**config.mk**
```make
export PLATFORM = sky130hd
export DESIGN_NAME = etc_top
export DESIGN_NICKNAME = d
export VERILOG_FILES = /design/src/logic/etc_pkg.sv /design/src/logic/etc_top.sv /design/src/logic/etc_edge_det.sv
export SDC_FILE = /design/constraint.sdc
export NUM_CORES = 1
export LEC_CHECK = 0
export ABC_AREA = 0
export CAP_MARGIN = 20
export CORE_MARGIN = 5
export CORE_UTILIZATION = 40
export DETAILED_ROUTE_END_ITERATION = 12
export DONT_BUFFER_PORTS = 1
export SLEW_MARGIN = 10
export SYNTH_ARGS = -nofsm -noshare
export SYNTH_HDL_FRONTEND = slang
export SYNTH_HIERARCHICAL = 1
export SYNTH_SLANG_ARGS = --single-unit
```
**constraint.sdc**
```tcl
create_clock -name CLK_I -period 3.7 [get_ports CLK_I]
set_input_delay 0.74 -clock CLK_I [delete_from_list [all_inputs] [get_ports CLK_I]]
set_output_delay 0.74 -clock CLK_I [all_outputs]
set_load 0.1 [all_outputs]
```
**src/logic/etc_pkg.sv**
```systemverilog
// package for the edge-timed current control block
package etc_pkg;
  // register byte addresses
  localparam logic [7:0] ADDR_EDGE_CTL = 8'h00;
  localparam logic [7:0] ADDR_CUR_CTL = 8'h04;
  localparam logic [7:0] ADDR_IRQ_STAT = 8'h08;
  localparam logic [7:0] ADDR_IRQ_MASK = 8'h0C;
  // edge control field positions
  localparam int POS_DELAY_GEN = 12;
  localparam int POS_POL2 = 7;
  localparam int POS_SRC2 = 5;
  localparam int POS_POL1 = 4;
  localparam int POS_SRC1 = 2;
  localparam int POS_SEEN2 = 1;
  localparam int POS_SEEN1 = 0;
  // current control field positions
  localparam int POS_TRIM = 10;
  localparam int POS_RANGE = 8;
  // writable masks and reset values
  localparam logic [15:0] EDGE_WMASK = 16'h10FC;
  localparam logic [15:0] CUR_WMASK = 16'hFF00;
  localparam logic [15:0] EDGE_RESET = 16'h0000;
  localparam logic [15:0] CUR_RESET = 16'h0000;
  // edge source encodings
  localparam logic [1:0] SRC_PIN_ONE = 2'h3;
  localparam logic [1:0] SRC_PIN_TWO = 2'h2;
  localparam logic [1:0] SRC_COMPARE = 2'h1;
  localparam logic [1:0] SRC_TIMER = 2'h0;
  // edge source bundle
  typedef struct packed {
    logic pin_one;
    logic pin_two;
    logic compare;
    logic timer;
  } etc_src_t;
endpackage

```
**src/logic/etc_top.sv**
```systemverilog
// edge and current control registers with apb slave
//
// Summary of operation
// - source code 11 pin one, 10 pin two, 01 compare, 00 timer.
// - edge-2 seen bit sets on a qualifying edge-2 event.
// - edge-1 seen bit, bit 0, sets on a qualifying edge-1 event.
// - trim bits 15:10, range 9:8, low byte zero, reset zero.
//
// Decided for this implementation: the APB slave port and the register addresses.
`timescale 1ns/1ps
module etc_top (
  // clock and reset
  input wire logic CLK_I,
  input wire logic RST_N_I,
  // apb slave
  input wire logic PSEL_I,
  input wire logic PENABLE_I,
  input wire logic PWRITE_I,
  input wire logic [7:0] PADDR_I,
  input wire logic [31:0] PWDATA_I,
  output logic [31:0] PRDATA_O,
  output logic PREADY_O,
  output logic PSLVERR_O,
  // edge sources
  input wire logic EDGE_PIN_ONE_I,
  input wire logic EDGE_PIN_TWO_I,
  input wire logic OUTPUT_COMPARE_ONE_I,
  input wire logic GENERAL_TIMER_I,
  // analog controls
  output logic [5:0] CURRENT_TRIM_O,
  output logic [1:0] CURRENT_RANGE_O,
  output logic DELAY_GEN_ENABLE_O,
  // interrupt
  output logic IRQ_O
);
  logic [15:0] edge_ctl;
  logic [15:0] cur_ctl;
  logic [1:0] irq_stat;
  logic [1:0] irq_mask;
  wire logic hit1;
  wire logic hit2;
  wire etc_pkg::etc_src_t srcs;
  // bus decode
  wire logic acc = PSEL_I & PENABLE_I;
  wire logic wr = acc & PWRITE_I;
  wire logic hit_edge = PADDR_I == etc_pkg::ADDR_EDGE_CTL;
  wire logic hit_cur = PADDR_I == etc_pkg::ADDR_CUR_CTL;
  wire logic hit_stat = PADDR_I == etc_pkg::ADDR_IRQ_STAT;
  wire logic hit_mask = PADDR_I == etc_pkg::ADDR_IRQ_MASK;
  wire logic mapped = hit_edge | hit_cur | hit_stat | hit_mask;
  wire logic [15:0] wd = PWDATA_I[15:0];
  // seen bits written by software, hardware set wins
  wire logic [1:0] ctl_seen = {wd[etc_pkg::POS_SEEN2],
                               wd[etc_pkg::POS_SEEN1]};
  wire logic [1:0] seen_now = {edge_ctl[etc_pkg::POS_SEEN2],
                               edge_ctl[etc_pkg::POS_SEEN1]};
  wire logic [1:0] hits = {hit2, hit1};
  wire logic [1:0] next_seen = ((wr & hit_edge) ? ctl_seen : seen_now)
                               | hits;
  // next control values, only writable bits taken from the bus
  wire logic [15:0] next_edge = (wr & hit_edge)
    ? ((wd & etc_pkg::EDGE_WMASK) | {14'h0000, next_seen})
    : ((edge_ctl & ~16'h0003) | {14'h0000, next_seen});
  wire logic [15:0] next_cur = (wr & hit_cur)
    ? (wd & etc_pkg::CUR_WMASK) : cur_ctl;
  // interrupt status, write one to clear, an edge wins
  wire logic [1:0] next_stat = ((wr & hit_stat) ? (irq_stat & ~wd[1:0])
                                : irq_stat) | hits;
  wire logic [1:0] next_mask = (wr & hit_mask) ? wd[1:0] : irq_mask;
  // read data select, holes read zero
  wire logic [15:0] rd_mux = hit_edge ? edge_ctl :
                             hit_cur ? cur_ctl :
                             hit_stat ? {14'h0000, irq_stat} :
                             hit_mask ? {14'h0000, irq_mask} : 16'h0000;
  // source bundle shared by both edge channels
  assign srcs = '{pin_one: EDGE_PIN_ONE_I, pin_two: EDGE_PIN_TWO_I,
                  compare: OUTPUT_COMPARE_ONE_I, timer: GENERAL_TIMER_I};
  // edge channels
  etc_edge_det u_edge1 (
    .clk_i(CLK_I),
    .rst_n_i(RST_N_I),
    .src_i(srcs),
    .sel_i(edge_ctl[etc_pkg::POS_SRC1 +: 2]),
    .falling_i(edge_ctl[etc_pkg::POS_POL1]),
    .hit_o(hit1)
  );
  etc_edge_det u_edge2 (
    .clk_i(CLK_I),
    .rst_n_i(RST_N_I),
    .src_i(srcs),
    .sel_i(edge_ctl[etc_pkg::POS_SRC2 +: 2]),
    .falling_i(edge_ctl[etc_pkg::POS_POL2]),
    .hit_o(hit2)
  );
  // register state
  always_ff @(posedge CLK_I or negedge RST_N_I) begin
    if (!RST_N_I) begin
      edge_ctl <= etc_pkg::EDGE_RESET;
      cur_ctl <= etc_pkg::CUR_RESET;
      irq_stat <= 2'h0;
      irq_mask <= 2'h0;
    end else begin
      edge_ctl <= next_edge;
      cur_ctl <= next_cur;
      irq_stat <= next_stat;
      irq_mask <= next_mask;
    end
  end
  // registered outputs
  always_ff @(posedge CLK_I or negedge RST_N_I) begin
    if (!RST_N_I) begin
      PRDATA_O <= 32'h0000_0000;
      PREADY_O <= 1'b0;
      PSLVERR_O <= 1'b0;
      CURRENT_TRIM_O <= 6'h00;
      CURRENT_RANGE_O <= 2'h0;
      DELAY_GEN_ENABLE_O <= 1'b0;
      IRQ_O <= 1'b0;
    end else begin
      PREADY_O <= PSEL_I & ~PENABLE_I;
      PSLVERR_O <= PSEL_I & ~PENABLE_I & ~mapped;
      PRDATA_O <= {16'h0000, rd_mux};
      CURRENT_TRIM_O <= next_cur[etc_pkg::POS_TRIM +: 6];
      CURRENT_RANGE_O <= next_cur[etc_pkg::POS_RANGE +: 2];
      DELAY_GEN_ENABLE_O <= next_edge[etc_pkg::POS_DELAY_GEN];
      IRQ_O <= |(next_stat & next_mask);
    end
  end
  // seen bit follows a qualifying edge
  seen_one_a: assert property (@(posedge CLK_I) disable iff (!RST_N_I)
    hit1 |=> edge_ctl[etc_pkg::POS_SEEN1])
    else $error("edge one seen bit not set");
  seen_two_a: assert property (@(posedge CLK_I) disable iff (!RST_N_I)
    hit2 |=> edge_ctl[etc_pkg::POS_SEEN2])
    else $error("edge two seen bit not set");
  cur_low_a: assert property (@(posedge CLK_I) disable iff (!RST_N_I)
    cur_ctl[7:0] == 8'h00)
    else $error("current low byte not zero");
  trim_out_a: assert property (@(posedge CLK_I) disable iff (!RST_N_I)
    (wr && hit_cur) |=> CURRENT_TRIM_O == $past(PWDATA_I[15:10]))
    else $error("trim output wrong");
  sel_pin_a: assert property (@(posedge CLK_I) disable iff (!RST_N_I)
    (edge_ctl[3:2] == etc_pkg::SRC_PIN_ONE && !edge_ctl[4]
     && EDGE_PIN_ONE_I && !$past(EDGE_PIN_ONE_I)
     && $stable(edge_ctl[4:2])) |-> hit1)
    else $error("pin one edge not seen");
  fall_pol_a: assert property (@(posedge CLK_I) disable iff (!RST_N_I)
    (edge_ctl[6:5] == etc_pkg::SRC_TIMER && edge_ctl[7]
     && !GENERAL_TIMER_I && $past(GENERAL_TIMER_I)
     && $stable(edge_ctl[7:5])) |-> hit2)
    else $error("falling edge not seen");
  irq_lvl_a: assert property (@(posedge CLK_I) disable iff (!RST_N_I)
    IRQ_O == |(irq_stat & irq_mask))
    else $error("irq level mismatch");
  ready_next_a: assert property (@(posedge CLK_I) disable iff (!RST_N_I)
    (PSEL_I && !PENABLE_I) |=> PREADY_O)
    else $error("ready late");
  ready_once_a: assert property (@(posedge CLK_I) disable iff (!RST_N_I)
    PREADY_O |=> !PREADY_O)
    else $error("ready held too long");

  // holes answer with an error and zero data
  err_unmap_a: assert property (@(posedge CLK_I) disable iff (!RST_N_I)
    (PSEL_I && !PENABLE_I && !mapped)
    |=> (PSLVERR_O && PRDATA_O == 32'h0000_0000))
    else $error("unmapped access not flagged");
  err_mapped_a: assert property (@(posedge CLK_I) disable iff (!RST_N_I)
    (PSEL_I && !PENABLE_I && mapped) |=> !PSLVERR_O)
    else $error("error on a mapped register");
  rdata_hi_a: assert property (@(posedge CLK_I) disable iff (!RST_N_I)
    PRDATA_O[31:16] == 16'h0000)
    else $error("read data upper half not zero");

  // read data is the register as seen at setup
  rd_edge_a: assert property (@(posedge CLK_I) disable iff (!RST_N_I)
    (PSEL_I && !PENABLE_I && hit_edge) |=> PRDATA_O[15:0] == $past(edge_ctl))
    else $error("edge control read wrong");
  rd_cur_a: assert property (@(posedge CLK_I) disable iff (!RST_N_I)
    (PSEL_I && !PENABLE_I && hit_cur) |=> PRDATA_O[15:0] == $past(cur_ctl))
    else $error("current control read wrong");
  // mask register takes the written bits
  mask_wr_a: assert property (@(posedge CLK_I) disable iff (!RST_N_I)
    (wr && hit_mask) |=> irq_mask == $past(PWDATA_I[1:0]))
    else $error("mask write lost");

  // software zero clears a seen bit when no edge competes
  clear_one_a: assert property (@(posedge CLK_I) disable iff (!RST_N_I)
    (wr && hit_edge && !wd[etc_pkg::POS_SEEN1] && !hit1)
    |=> !edge_ctl[etc_pkg::POS_SEEN1])
    else $error("edge one seen bit not cleared");
  clear_two_a: assert property (@(posedge CLK_I) disable iff (!RST_N_I)
    (wr && hit_edge && !wd[etc_pkg::POS_SEEN2] && !hit2)
    |=> !edge_ctl[etc_pkg::POS_SEEN2])
    else $error("edge two seen bit not cleared");
  // each edge also latches its interrupt status bit
  stat_one_a: assert property (@(posedge CLK_I) disable iff (!RST_N_I)
    hit1 |=> irq_stat[0])
    else $error("edge one status not set");
  stat_two_a: assert property (@(posedge CLK_I) disable iff (!RST_N_I)
    hit2 |=> irq_stat[1])
    else $error("edge two status not set");
  // write one clears a status bit unless an edge competes
  stat_w1c_a: assert property (@(posedge CLK_I) disable iff (!RST_N_I)
    (wr && hit_stat && wd[0] && !hit1) |=> !irq_stat[0])
    else $error("status bit not cleared");

  // a select or polarity change never counts as an edge
  edge1_cfg_a: assert property (@(posedge CLK_I) disable iff (!RST_N_I)
    hit1 |-> $stable(edge_ctl[etc_pkg::POS_SRC1 +: 3]))
    else $error("edge one hit on a setting change");
  edge2_cfg_a: assert property (@(posedge CLK_I) disable iff (!RST_N_I)
    hit2 |-> $stable(edge_ctl[etc_pkg::POS_SRC2 +: 3]))
    else $error("edge two hit on a setting change");
  // analog and enable outputs follow their fields
  range_out_a: assert property (@(posedge CLK_I) disable iff (!RST_N_I)
    (wr && hit_cur) |=> CURRENT_RANGE_O == $past(PWDATA_I[9:8]))
    else $error("range output wrong");
  trim_copy_a: assert property (@(posedge CLK_I) disable iff (!RST_N_I)
    CURRENT_TRIM_O == cur_ctl[etc_pkg::POS_TRIM +: 6])
    else $error("trim output differs from register");
  range_copy_a: assert property (@(posedge CLK_I) disable iff (!RST_N_I)
    CURRENT_RANGE_O == cur_ctl[etc_pkg::POS_RANGE +: 2])
    else $error("range output differs from register");
  gen_out_a: assert property (@(posedge CLK_I) disable iff (!RST_N_I)
    DELAY_GEN_ENABLE_O == edge_ctl[etc_pkg::POS_DELAY_GEN])
    else $error("delay generation output wrong");
  edge_rsvd_a: assert property (@(posedge CLK_I) disable iff (!RST_N_I)
    (edge_ctl & ~(etc_pkg::EDGE_WMASK | 16'h0003)) == 16'h0000)
    else $error("edge control reserved bit set");
endmodule

```
**src/logic/etc_edge_det.sv**
```systemverilog
// one edge channel: source select, polarity, edge detect
`timescale 1ns/1ps
module etc_edge_det (
  // clock and reset
  input wire logic clk_i,
  input wire logic rst_n_i,
  // control
  input wire etc_pkg::etc_src_t src_i,
  input wire logic [1:0] sel_i,
  input wire logic falling_i,
  // result
  output logic hit_o
);
  logic prev;
  logic [1:0] prev_sel;
  logic prev_falling;
  wire logic cur_lvl;
  wire logic qual_lvl;
  wire logic cfg_same;
  // source selection by code
  assign cur_lvl = (sel_i == etc_pkg::SRC_PIN_ONE) ? src_i.pin_one :
                   (sel_i == etc_pkg::SRC_PIN_TWO) ? src_i.pin_two :
                   (sel_i == etc_pkg::SRC_COMPARE) ? src_i.compare :
                   src_i.timer;
  // polarity invert so a rising qual_lvl is always the event
  assign qual_lvl = cur_lvl ^ falling_i;
  // a select or polarity change is not an edge; a real edge in that
  // same cycle is lost, so software sets the channel up first
  assign cfg_same = (sel_i == prev_sel) & (falling_i == prev_falling);
  // previous level and channel setting
  always_ff @(posedge clk_i or negedge rst_n_i) begin
    if (!rst_n_i) begin
      prev <= 1'b0;
      prev_sel <= 2'h0;
      prev_falling <= 1'b0;
    end else begin
      prev <= qual_lvl;
      prev_sel <= sel_i;
      prev_falling <= falling_i;
    end
  end
  assign hit_o = qual_lvl & ~prev & cfg_same;
endmodule

```
* Word-level counts from Yosys, hierarchy flattened
Cells that the tools add are included.
** Storage, ports and cells
- Flip-flop bits (word level) :: 64
- Input port bits :: 49
- Output and inout port bits :: 44
- Word-level logic and storage cells :: 77
** Cells by class
- Eq/ne operators :: 13
- Muxes and demuxes :: 15
- Bitwise gates (word level) :: 30
- Reductions and logical operators :: 2
** Operators by type and width (number)
- 2-to-1 mux 16 bit :: 4
- == test 8 x 4 -> 1 bit, second input constant :: 2
- OR 16 x 2 -> 16 bit :: 1
- AND 1 bit :: 14
- OR 13 x 2 -> 13 bit :: 1
- 2-to-1 mux 2 bit :: 5
- == test 2 bit, second input constant :: 4
- == test 8 x 3 -> 1 bit, second input constant :: 1
- logical NOT 8 bit :: 1
- 2-to-1 mux 1 bit :: 6
- AND 2 bit :: 2
- == test 2 x 1 -> 1 bit, second input constant :: 2
- == test 2 bit :: 2
- inverter 1 bit :: 4
- OR 2 bit :: 2
- OR 1 bit :: 3
- == test 1 bit :: 2
- inverter 2 bit :: 1
- OR reduction 2 bit :: 1
- bitwise XOR 1 bit :: 2

* Longest topological paths before layout
Gate-level depths: netlist (run 1).
- Depth in word-level cells :: 10
- Mapped depth :: 6
- Mapped depth without buffers :: 6

* Cells and area by module
The synthesis (run 1) kept the hierarchy.
** Modules (own cells, without submodules)
- etc_top :: times used 1, cells an instance 123, area an instance 1690.4 um^2, sequential area each 1001.0 um^2
- etc_edge_det :: times used 2, cells an instance 13, area an instance 191.4 um^2, sequential area each 100.1 um^2

* Worst setup path after synthesis (run 1)
OpenSTA, ideal clock, no wires.
- Path kind :: input -> register
- Start point :: input port PADDR_I[7]
- End point :: register cur_ctl[12]
- Library setup time :: 0.126 ns
- Arrival time :: 2.031 ns
- Required time :: 3.574 ns
- Slack :: 1.543 ns
- Stages on the path :: 5
- Path buffers :: 1
- Cells stage by stage :: nor4_4 -> nand3_2 -> or3b_1 -> buf_6 -> mux2_4
** On the way
- Longest elaborated chain between the ends :: 3
** RTL lines
- start, declared :: line etc_top.sv:19 : input wire logic [7:0] PADDR_I,
- == test 8 x 3 -> 1 bit :: line etc_top.sv:47 : wire logic hit_cur = PADDR_I == etc_pkg::ADDR_CUR_CTL;
- AND 1 bit :: line etc_top.sv:64 : wire logic [15:0] next_cur = (wr & hit_cur)
- 2-to-1 mux 16 bit :: line etc_top.sv:65 : ? (wd & etc_pkg::CUR_WMASK) : cur_ctl;
- end signal, assigned :: line etc_top.sv:99 : cur_ctl <= etc_pkg::CUR_RESET;
- end signal, assigned :: line etc_top.sv:104 : cur_ctl <= next_cur;
- end, declared :: line etc_top.sv:37 : logic [15:0] cur_ctl;
Every way passes these cells.

* Final worst setup path (run 1)
- Start point :: input port PADDR_I[7]
- End point :: register CURRENT_TRIM_O[4]
** On the way
- Longest elaborated chain between the ends :: 3
** RTL lines
- == test 8 x 3 -> 1 bit :: line etc_top.sv:47
- AND 1 bit :: line etc_top.sv:64
- 2-to-1 mux 16 bit :: line etc_top.sv:65
- end signal, assigned :: line etc_top.sv:123 : CURRENT_TRIM_O <= next_cur[etc_pkg::POS_TRIM +: 6];
- end, declared :: line etc_top.sv:30 : output logic [5:0] CURRENT_TRIM_O,
Every way passes these cells.

==> impl_metrics.toml, run 1 <==
[grt]
grt_pass1_vias = 1141
grt_antenna_before_repair = 0
grt_util_all_layers_pct = 11.4
grt_overflow = 0
grt_start_max_net_pins = 49
grt_pass1_wl_um = 5610

[yosys]
ys_ff_latch = 48
syn_avg_cell_area_um2 = 13.9
synth_cell_types = 31
syn_inst = 149
syn_area_um2 = 2070
synth_edf_count = 0
ys_warn_count = 6
yosysSeqAreaShare_pct = 57.9
synthArstFlopShare_pct = 100
synthFlopType = "dfrtp_1"

[finish]
diodes = 0
seqCellArea_um2 = 1200
nNetsFinal = 201
multi_input_area_um2 = 790
fillers = 487
final_common_cell = "dfrtp_1"
most-common-layout-cells = "48 x dfrtp_1, 16 x conb_1, 15 x and2_1, 9 x mux2_2, 8 x mux2_4"
area_growth_pct = 6.46
drive_above_1_share_pct = 21.7

[clock_tree]
clk_pin_slew_ps = 90
clockBufferDepth = 2
numCtsBuffers = 5
clock_sinks = 48
holdBufCountCts = 0
cts_setup_buffers = 0
clk_latency_ps = 300
cts_resized = 0
root_buffer = "clkbuf_8"
cts_tree = "built"
htreeDepth = 2

[route]
routed_wl_um = 3650
first_pass_iters = 4
routed.top_layer = "met4"
detail_route.wl_per_cell_um = 16.5
m1WireLength_um = 1320
post_drt_via_cell_ratio = 4.82
drt_iter0_drc = 21
met3WireLength_um = 381
drc = 0
wl_met2_um = 1910
antenna_left = 0
vias = 1069

[timing]
fin_crit_sh_pct = 57.0
tightest_slew_ps = 945
fmax_ghz = 0.474
tns_ps = 0
relSlewSlack_pct = 36.5
rsz0062_at_grt = "no"
min_period_ps = 2110
timing.final.max_slew_violations = 0
hold_viol_final = 0
fin_skew_ps = 10.7
setup_viol = 0

[worst_setup_path]
crit_fanout = 8
start_kind = "input port"
cp_data_required_time_ps = 3870
ff2ff_setup_slack_ps = 1850
crit_type = "input port to register"
worstSetupEndpointType = "register"
cp.arrival_ps = 2280

[floorplan]
die_area_um2 = 6720
start_util_pct = 40.9
core_area_um2 = 5070
die_w_um = 82.0
die_y_um = 82.0
ioPinCount = 93
core.rowCount = 26

[run]
maxCapViolCount = 0

[power_and_ir_drop]
power.switching_uw = 267
pwr-share-clk_pct = 39.5
pwr-share-comb_pct = 8.7
leakagePower_uw = 0.00114
p_per_area_nw_per_um2 = 488
finalPower_uw = 1080
ir_drop_uv = 193
swShare_pct = 24.8
intPower_uw = 810
sequentialPowerShare_pct = 51.8

[min_path]
min_path_type = "input port to async pin"

[placement]
io_buffers = 0
place_congestion = 0.718
hpwlAfterDp_um = 2780

[status]
status = "finished, final reports clean"
[routing by layer]
metal / vias up / GRT usage [%]
met5: - / 0
met4: 0 / 3.99
met3: 6 / 5.59
met2: 49 / 19.8
met1: 532 / 11.9
li1: 482 / -
[worst paths after layout]
path,start,cells after the start,end
min in group CLK_I,edge_ctl[3],0,u_edge1/prev_sel[1]
worst min-delay path,RST_N_I,0,u_edge2/prev_sel[0]
worst max-delay path,PADDR_I[7],4,CURRENT_TRIM_O[4]
max in group asynchronous,RST_N_I,0,irq_mask[1]
worst max register to register,edge_ctl[2],6,IRQ_O
worst min register to register,edge_ctl[3],0,u_edge1/prev_sel[1]
[stage by stage]
step                      utilization (%)  instances  hold slack, ps  instance area (µm²)  setup WS [ps]
after floorplan                         -        164             426                 2130           1540
after global placement               41.0        215             446                 2080           1320
after detailed placement             41.0        215             446                 2080           1280
after CTS                            43.5        222             118                 2210           1600
after global routing                 43.5        222            97.5                 2210           1500
final                                43.5        222             136                 2210           1590
[synthesized netlist by cell type (all sizes together), types with 2 or more instances]
library cell | count | area, µm²
mux4 | 2 | 45.0
mux2 | 17 | 221
buf | 17 | 131
nor4b | 2 | 17.5
nor3 | 2 | 15.0
o22a | 2 | 17.5
a21oi | 4 | 27.5
nor2b | 2 | 12.5
a22o | 2 | 17.5
clkbuf | 2 | 7.51
nand3b | 4 | 55.1
mux2i | 2 | 20.0
dfrtp | 48 | 1200
or3 | 3 | 18.8
and2 | 15 | 93.8
xor2 | 6 | 52.6
a211o | 2 | 17.5
nor2 | 7 | 26.3
nand2 | 3 | 11.3
[final cells by class]
type	instances	area share, %
multi-input cells	97	35.8
well taps	70	3.97
flip-flops and latches	48	54.4
clock buffers	5	3.12
clock inverters	2	2.72
[state kept, by name, indices dropped and copies added, names as in the netlist]
register and cells:
PREADY_O 1, u_edge2/prev 1, u_edge1/prev_falling 1, cur_ctl 3, IRQ_O 1, CURRENT_RANGE_O 1
PRDATA_O 16, PSLVERR_O 1, u_edge1/prev_sel 2, u_edge2/prev_sel 2, irq_mask 2, CURRENT_TRIM_O 4
u_edge2/prev_falling 1, u_edge1/prev 1, irq_stat 2, edge_ctl 9
[worst max-delay path: stages]
cell     delay [ps]
nor4_4          310
nand3_2         210
or3b_1          630
mux2_4          390
[logic make-up (layout without fill, tap and decap cells)]
family / Yosys count / count (layout) / synth area share, %
DFF: 48 / 48 / 57.9
other: 1 / 16 / 0.181
AOI/OAI and AO/OA: 10 / 10 / 3.86
xor gates and xnor gates: 6 / 6 / 2.53
and+or+nand+nor: 44 / 44 / 15.0
buffers and inverters: 19 / 7 / 6.70
muxes: 21 / 21 / 13.8
[power groups by stage]
stage          sequential [µW]  clock, µW  combinational [µW]
6_report                   558        426                93.4
5_1_grt                    559        457                96.8
4_1_cts                    558        435                93.0
3_5_place_dp               569          0                92.8
3_3_place_gp               568          0                92.2
2_1_floorplan              567          0                 106
No activity file was read; power rests on OpenSTA's default activity.
==> inputs of run 2 (changes only) <==
==> constraint.sdc (replaced) <==
create_clock -name CLK_I -period 1.75 [get_ports CLK_I]
set_input_delay 0.35 -clock CLK_I [delete_from_list [all_inputs] [get_ports CLK_I]]
set_output_delay 0.35 -clock CLK_I [all_outputs]
set_load 0.1 [all_outputs]
==> run 2 against run 1 <==
  * Non-clock buffer count is 31 higher
  * Sequential cell count stayed put
  * Register-to-register slack worse by 1800 ps
  * Final area is 11% higher
  * Largest power group unchanged
  * Highest routed layer unchanged
==> impl_metrics.toml, run 2 (synthesis gave the netlist of run 1 again) <==
[finish]
post-route-util_pct = 48.1
drive_above_1_share_pct = 34.6
layout.cells.non_filler = 252
area_growth_pct = 17.8
top_register = "PRDATA_O"
diodes = 0
most-common-layout-cells = "48 x dfrtp_1, 29 x buf_4, 16 x conb_1, 15 x and2_1, 9 x mux2_2"
largest_reg_flops = 16
top_regs = "PRDATA_O: 16 flops, edge_ctl: 9 flops, CURRENT_TRIM_O: 4 flops"
final_common_cell = "dfrtp_1"
fillers = 490
nNetsFinal = 232

[worst_setup_path]
cp_num_cells = 6
rr_worst_depth = 6
reg2reg_to = "IRQ_O"
crit_slowest_cell = "mux4_2"
crit_fanout = 3
cp_data_required_time_ps = 1930
r2r-start = "edge_ctl[2]"
cp.arrival_ps = 1930
crit_buf_inv = 0
worst_path_largest_cell_delay_ps = 540
crit_family = "multiplexers"
crit_type = "register to register"
ff2ff_setup_slack_ps = 6
worstSetupEndpointType = "register"
start_kind = "register"
crit_chain = "mux4_2 > nand2_1 > a21oi_2 > nand3b_1 > o22a_1 > a22o_1"

[power_and_ir_drop]
ir_drop_uv = 426
swShare_pct = 27.0
leakagePower_uw = 0.00130
pwr-share-comb_pct = 12.4
intPower_uw = 1580
power.switching_uw = 583
pwr-share-clk_pct = 34.3
sequentialPowerShare_pct = 53.3
p_per_area_nw_per_um2 = 884

[route]
first_pass_iters = 5
drc = 0
detail_route.wl_per_cell_um = 15.5
routed_wl_um = 3910
vias = 1174
antenna_left = 0
drt_iter0_drc = 23
post_drt_via_cell_ratio = 4.66

[clock_tree]
root_buffer = "clkbuf_8"
clk_pin_slew_ps = 80
clockBufferDepth = 2
clk_latency_ps = 290
cts_tree = "built"
numCtsBuffers = 5
htreeDepth = 2
clock_sinks = 48

[floorplan]
core.rowCount = 26
core_area_um2 = 5070
die_w_um = 82.0
ioPinCount = 93
start_util_pct = 40.9
die_y_um = 82.0
die_area_um2 = 6720

[min_path]
hold_path_end = "PREADY_O"
min_path_type = "input port to register"
min_from = "PENABLE_I"
min_path_cells = 1

[timing]
fin_skew_ps = 6.45
timing.final.max_slew_violations = 0
timing.hold.ws_ps = 129
min_period_ps = 1740
setup_viol = 0
relSlewSlack_pct = 36.5
fmax_ghz = 0.573
hold_viol_final = 0
tightest_slew_ps = 953
rsz0062_at_grt = "yes"
fin_crit_sh_pct = 99.7

[grt]
grt_overflow = 0
grt_util_all_layers_pct = 12.6
grt_start_max_net_pins = 49
grt_pass1_wl_um = 6350
grt_pass1_vias = 1222
grt_antenna_before_repair = 0

[placement]
place_congestion = 0.722
io_buffers = 0
dp.cells = 243
hpwlAfterDp_um = 2960

[status]
status = "finished, final reports clean"

[run]
maxCapViolCount = 0
==> run 2: cell count changes in the layout (fill, tap and decap cells not counted), sizes merged <==
| cell | change |
|---|---|
| bufinv | -1 |
| dlygate4sd3 | +1 |
| buf | +30 |
==> run 2: per-stage QoR <==
step,setup slack [ps],power (µW),setup TNS (ps),area [µm²]
after floorplan,-5.90,1420,-47.0,2130
after global placement,-0.746,1400,-0.746,2290
after detailed placement,-4.67,1410,-4.67,2290
after CTS,-17.1,2200,-17.1,2440
after global routing,-108,2250,-108,2440
final,5.72,2160,0,2440
==> run 2: timing repair <==
| item | 4_1_cts | 5_1_grt |
|---|---|---|
| resized for setup | 2 | 0 |
| setup buffers | 1 | 0 |
| hold buffers | 2 | 0 |
| setup endpoints to repair | 1 | 1 |
| hold endpoints to repair | 48 | 0 |
==> run 2: metal layers <==
layer	track usage, %	vias to the layer above	wire length, µm
met5	0	-	0
met3	5.70	4	379
li1	-	540	-
met2	20.3	49	1980
met4	3.49	0	21
met1	15.3	581	1540
==> run 2: layout make-up <==
cell class / instances / area (µm²) / share of cell area (%)
flip-flops and latches: 48 / 1200 / 49.2
multi-input cells: 97 / 800 / 32.7
clock buffers: 5 / 68.8 / 2.82
repair buffers: 31 / 255 / 10.5
clock inverters: 1 / 30.0 / 1.23
well taps: 70 / 87.6 / 3.59
==> run 2: how the worst max path moves through the flow <==
stage	from	endpoint	slack, ps
6_report	edge_ctl[2]	IRQ_O	6
5_1_grt	edge_ctl[2]	IRQ_O	-110
4_1_cts	edge_ctl[2]	IRQ_O	-20
3_5_place_dp	edge_ctl[2]	IRQ_O	-5
3_3_place_gp	edge_ctl[2]	IRQ_O	-0.7
2_1_floorplan	PADDR_I[7]	cur_ctl[12]	-6
==> run 2: power groups by stage <==
| stage | sequential [µW] | combinational, µW | clock (µW) |
|---|---|---|---|
| 2_1_floorplan | 1200 | 225 | 0 |
| 3_3_place_gp | 1170 | 232 | 0 |
| 3_5_place_dp | 1170 | 233 | 0 |
| 4_1_cts | 1150 | 270 | 774 |
| 5_1_grt | 1150 | 282 | 813 |
| 6_report | 1150 | 268 | 741 |
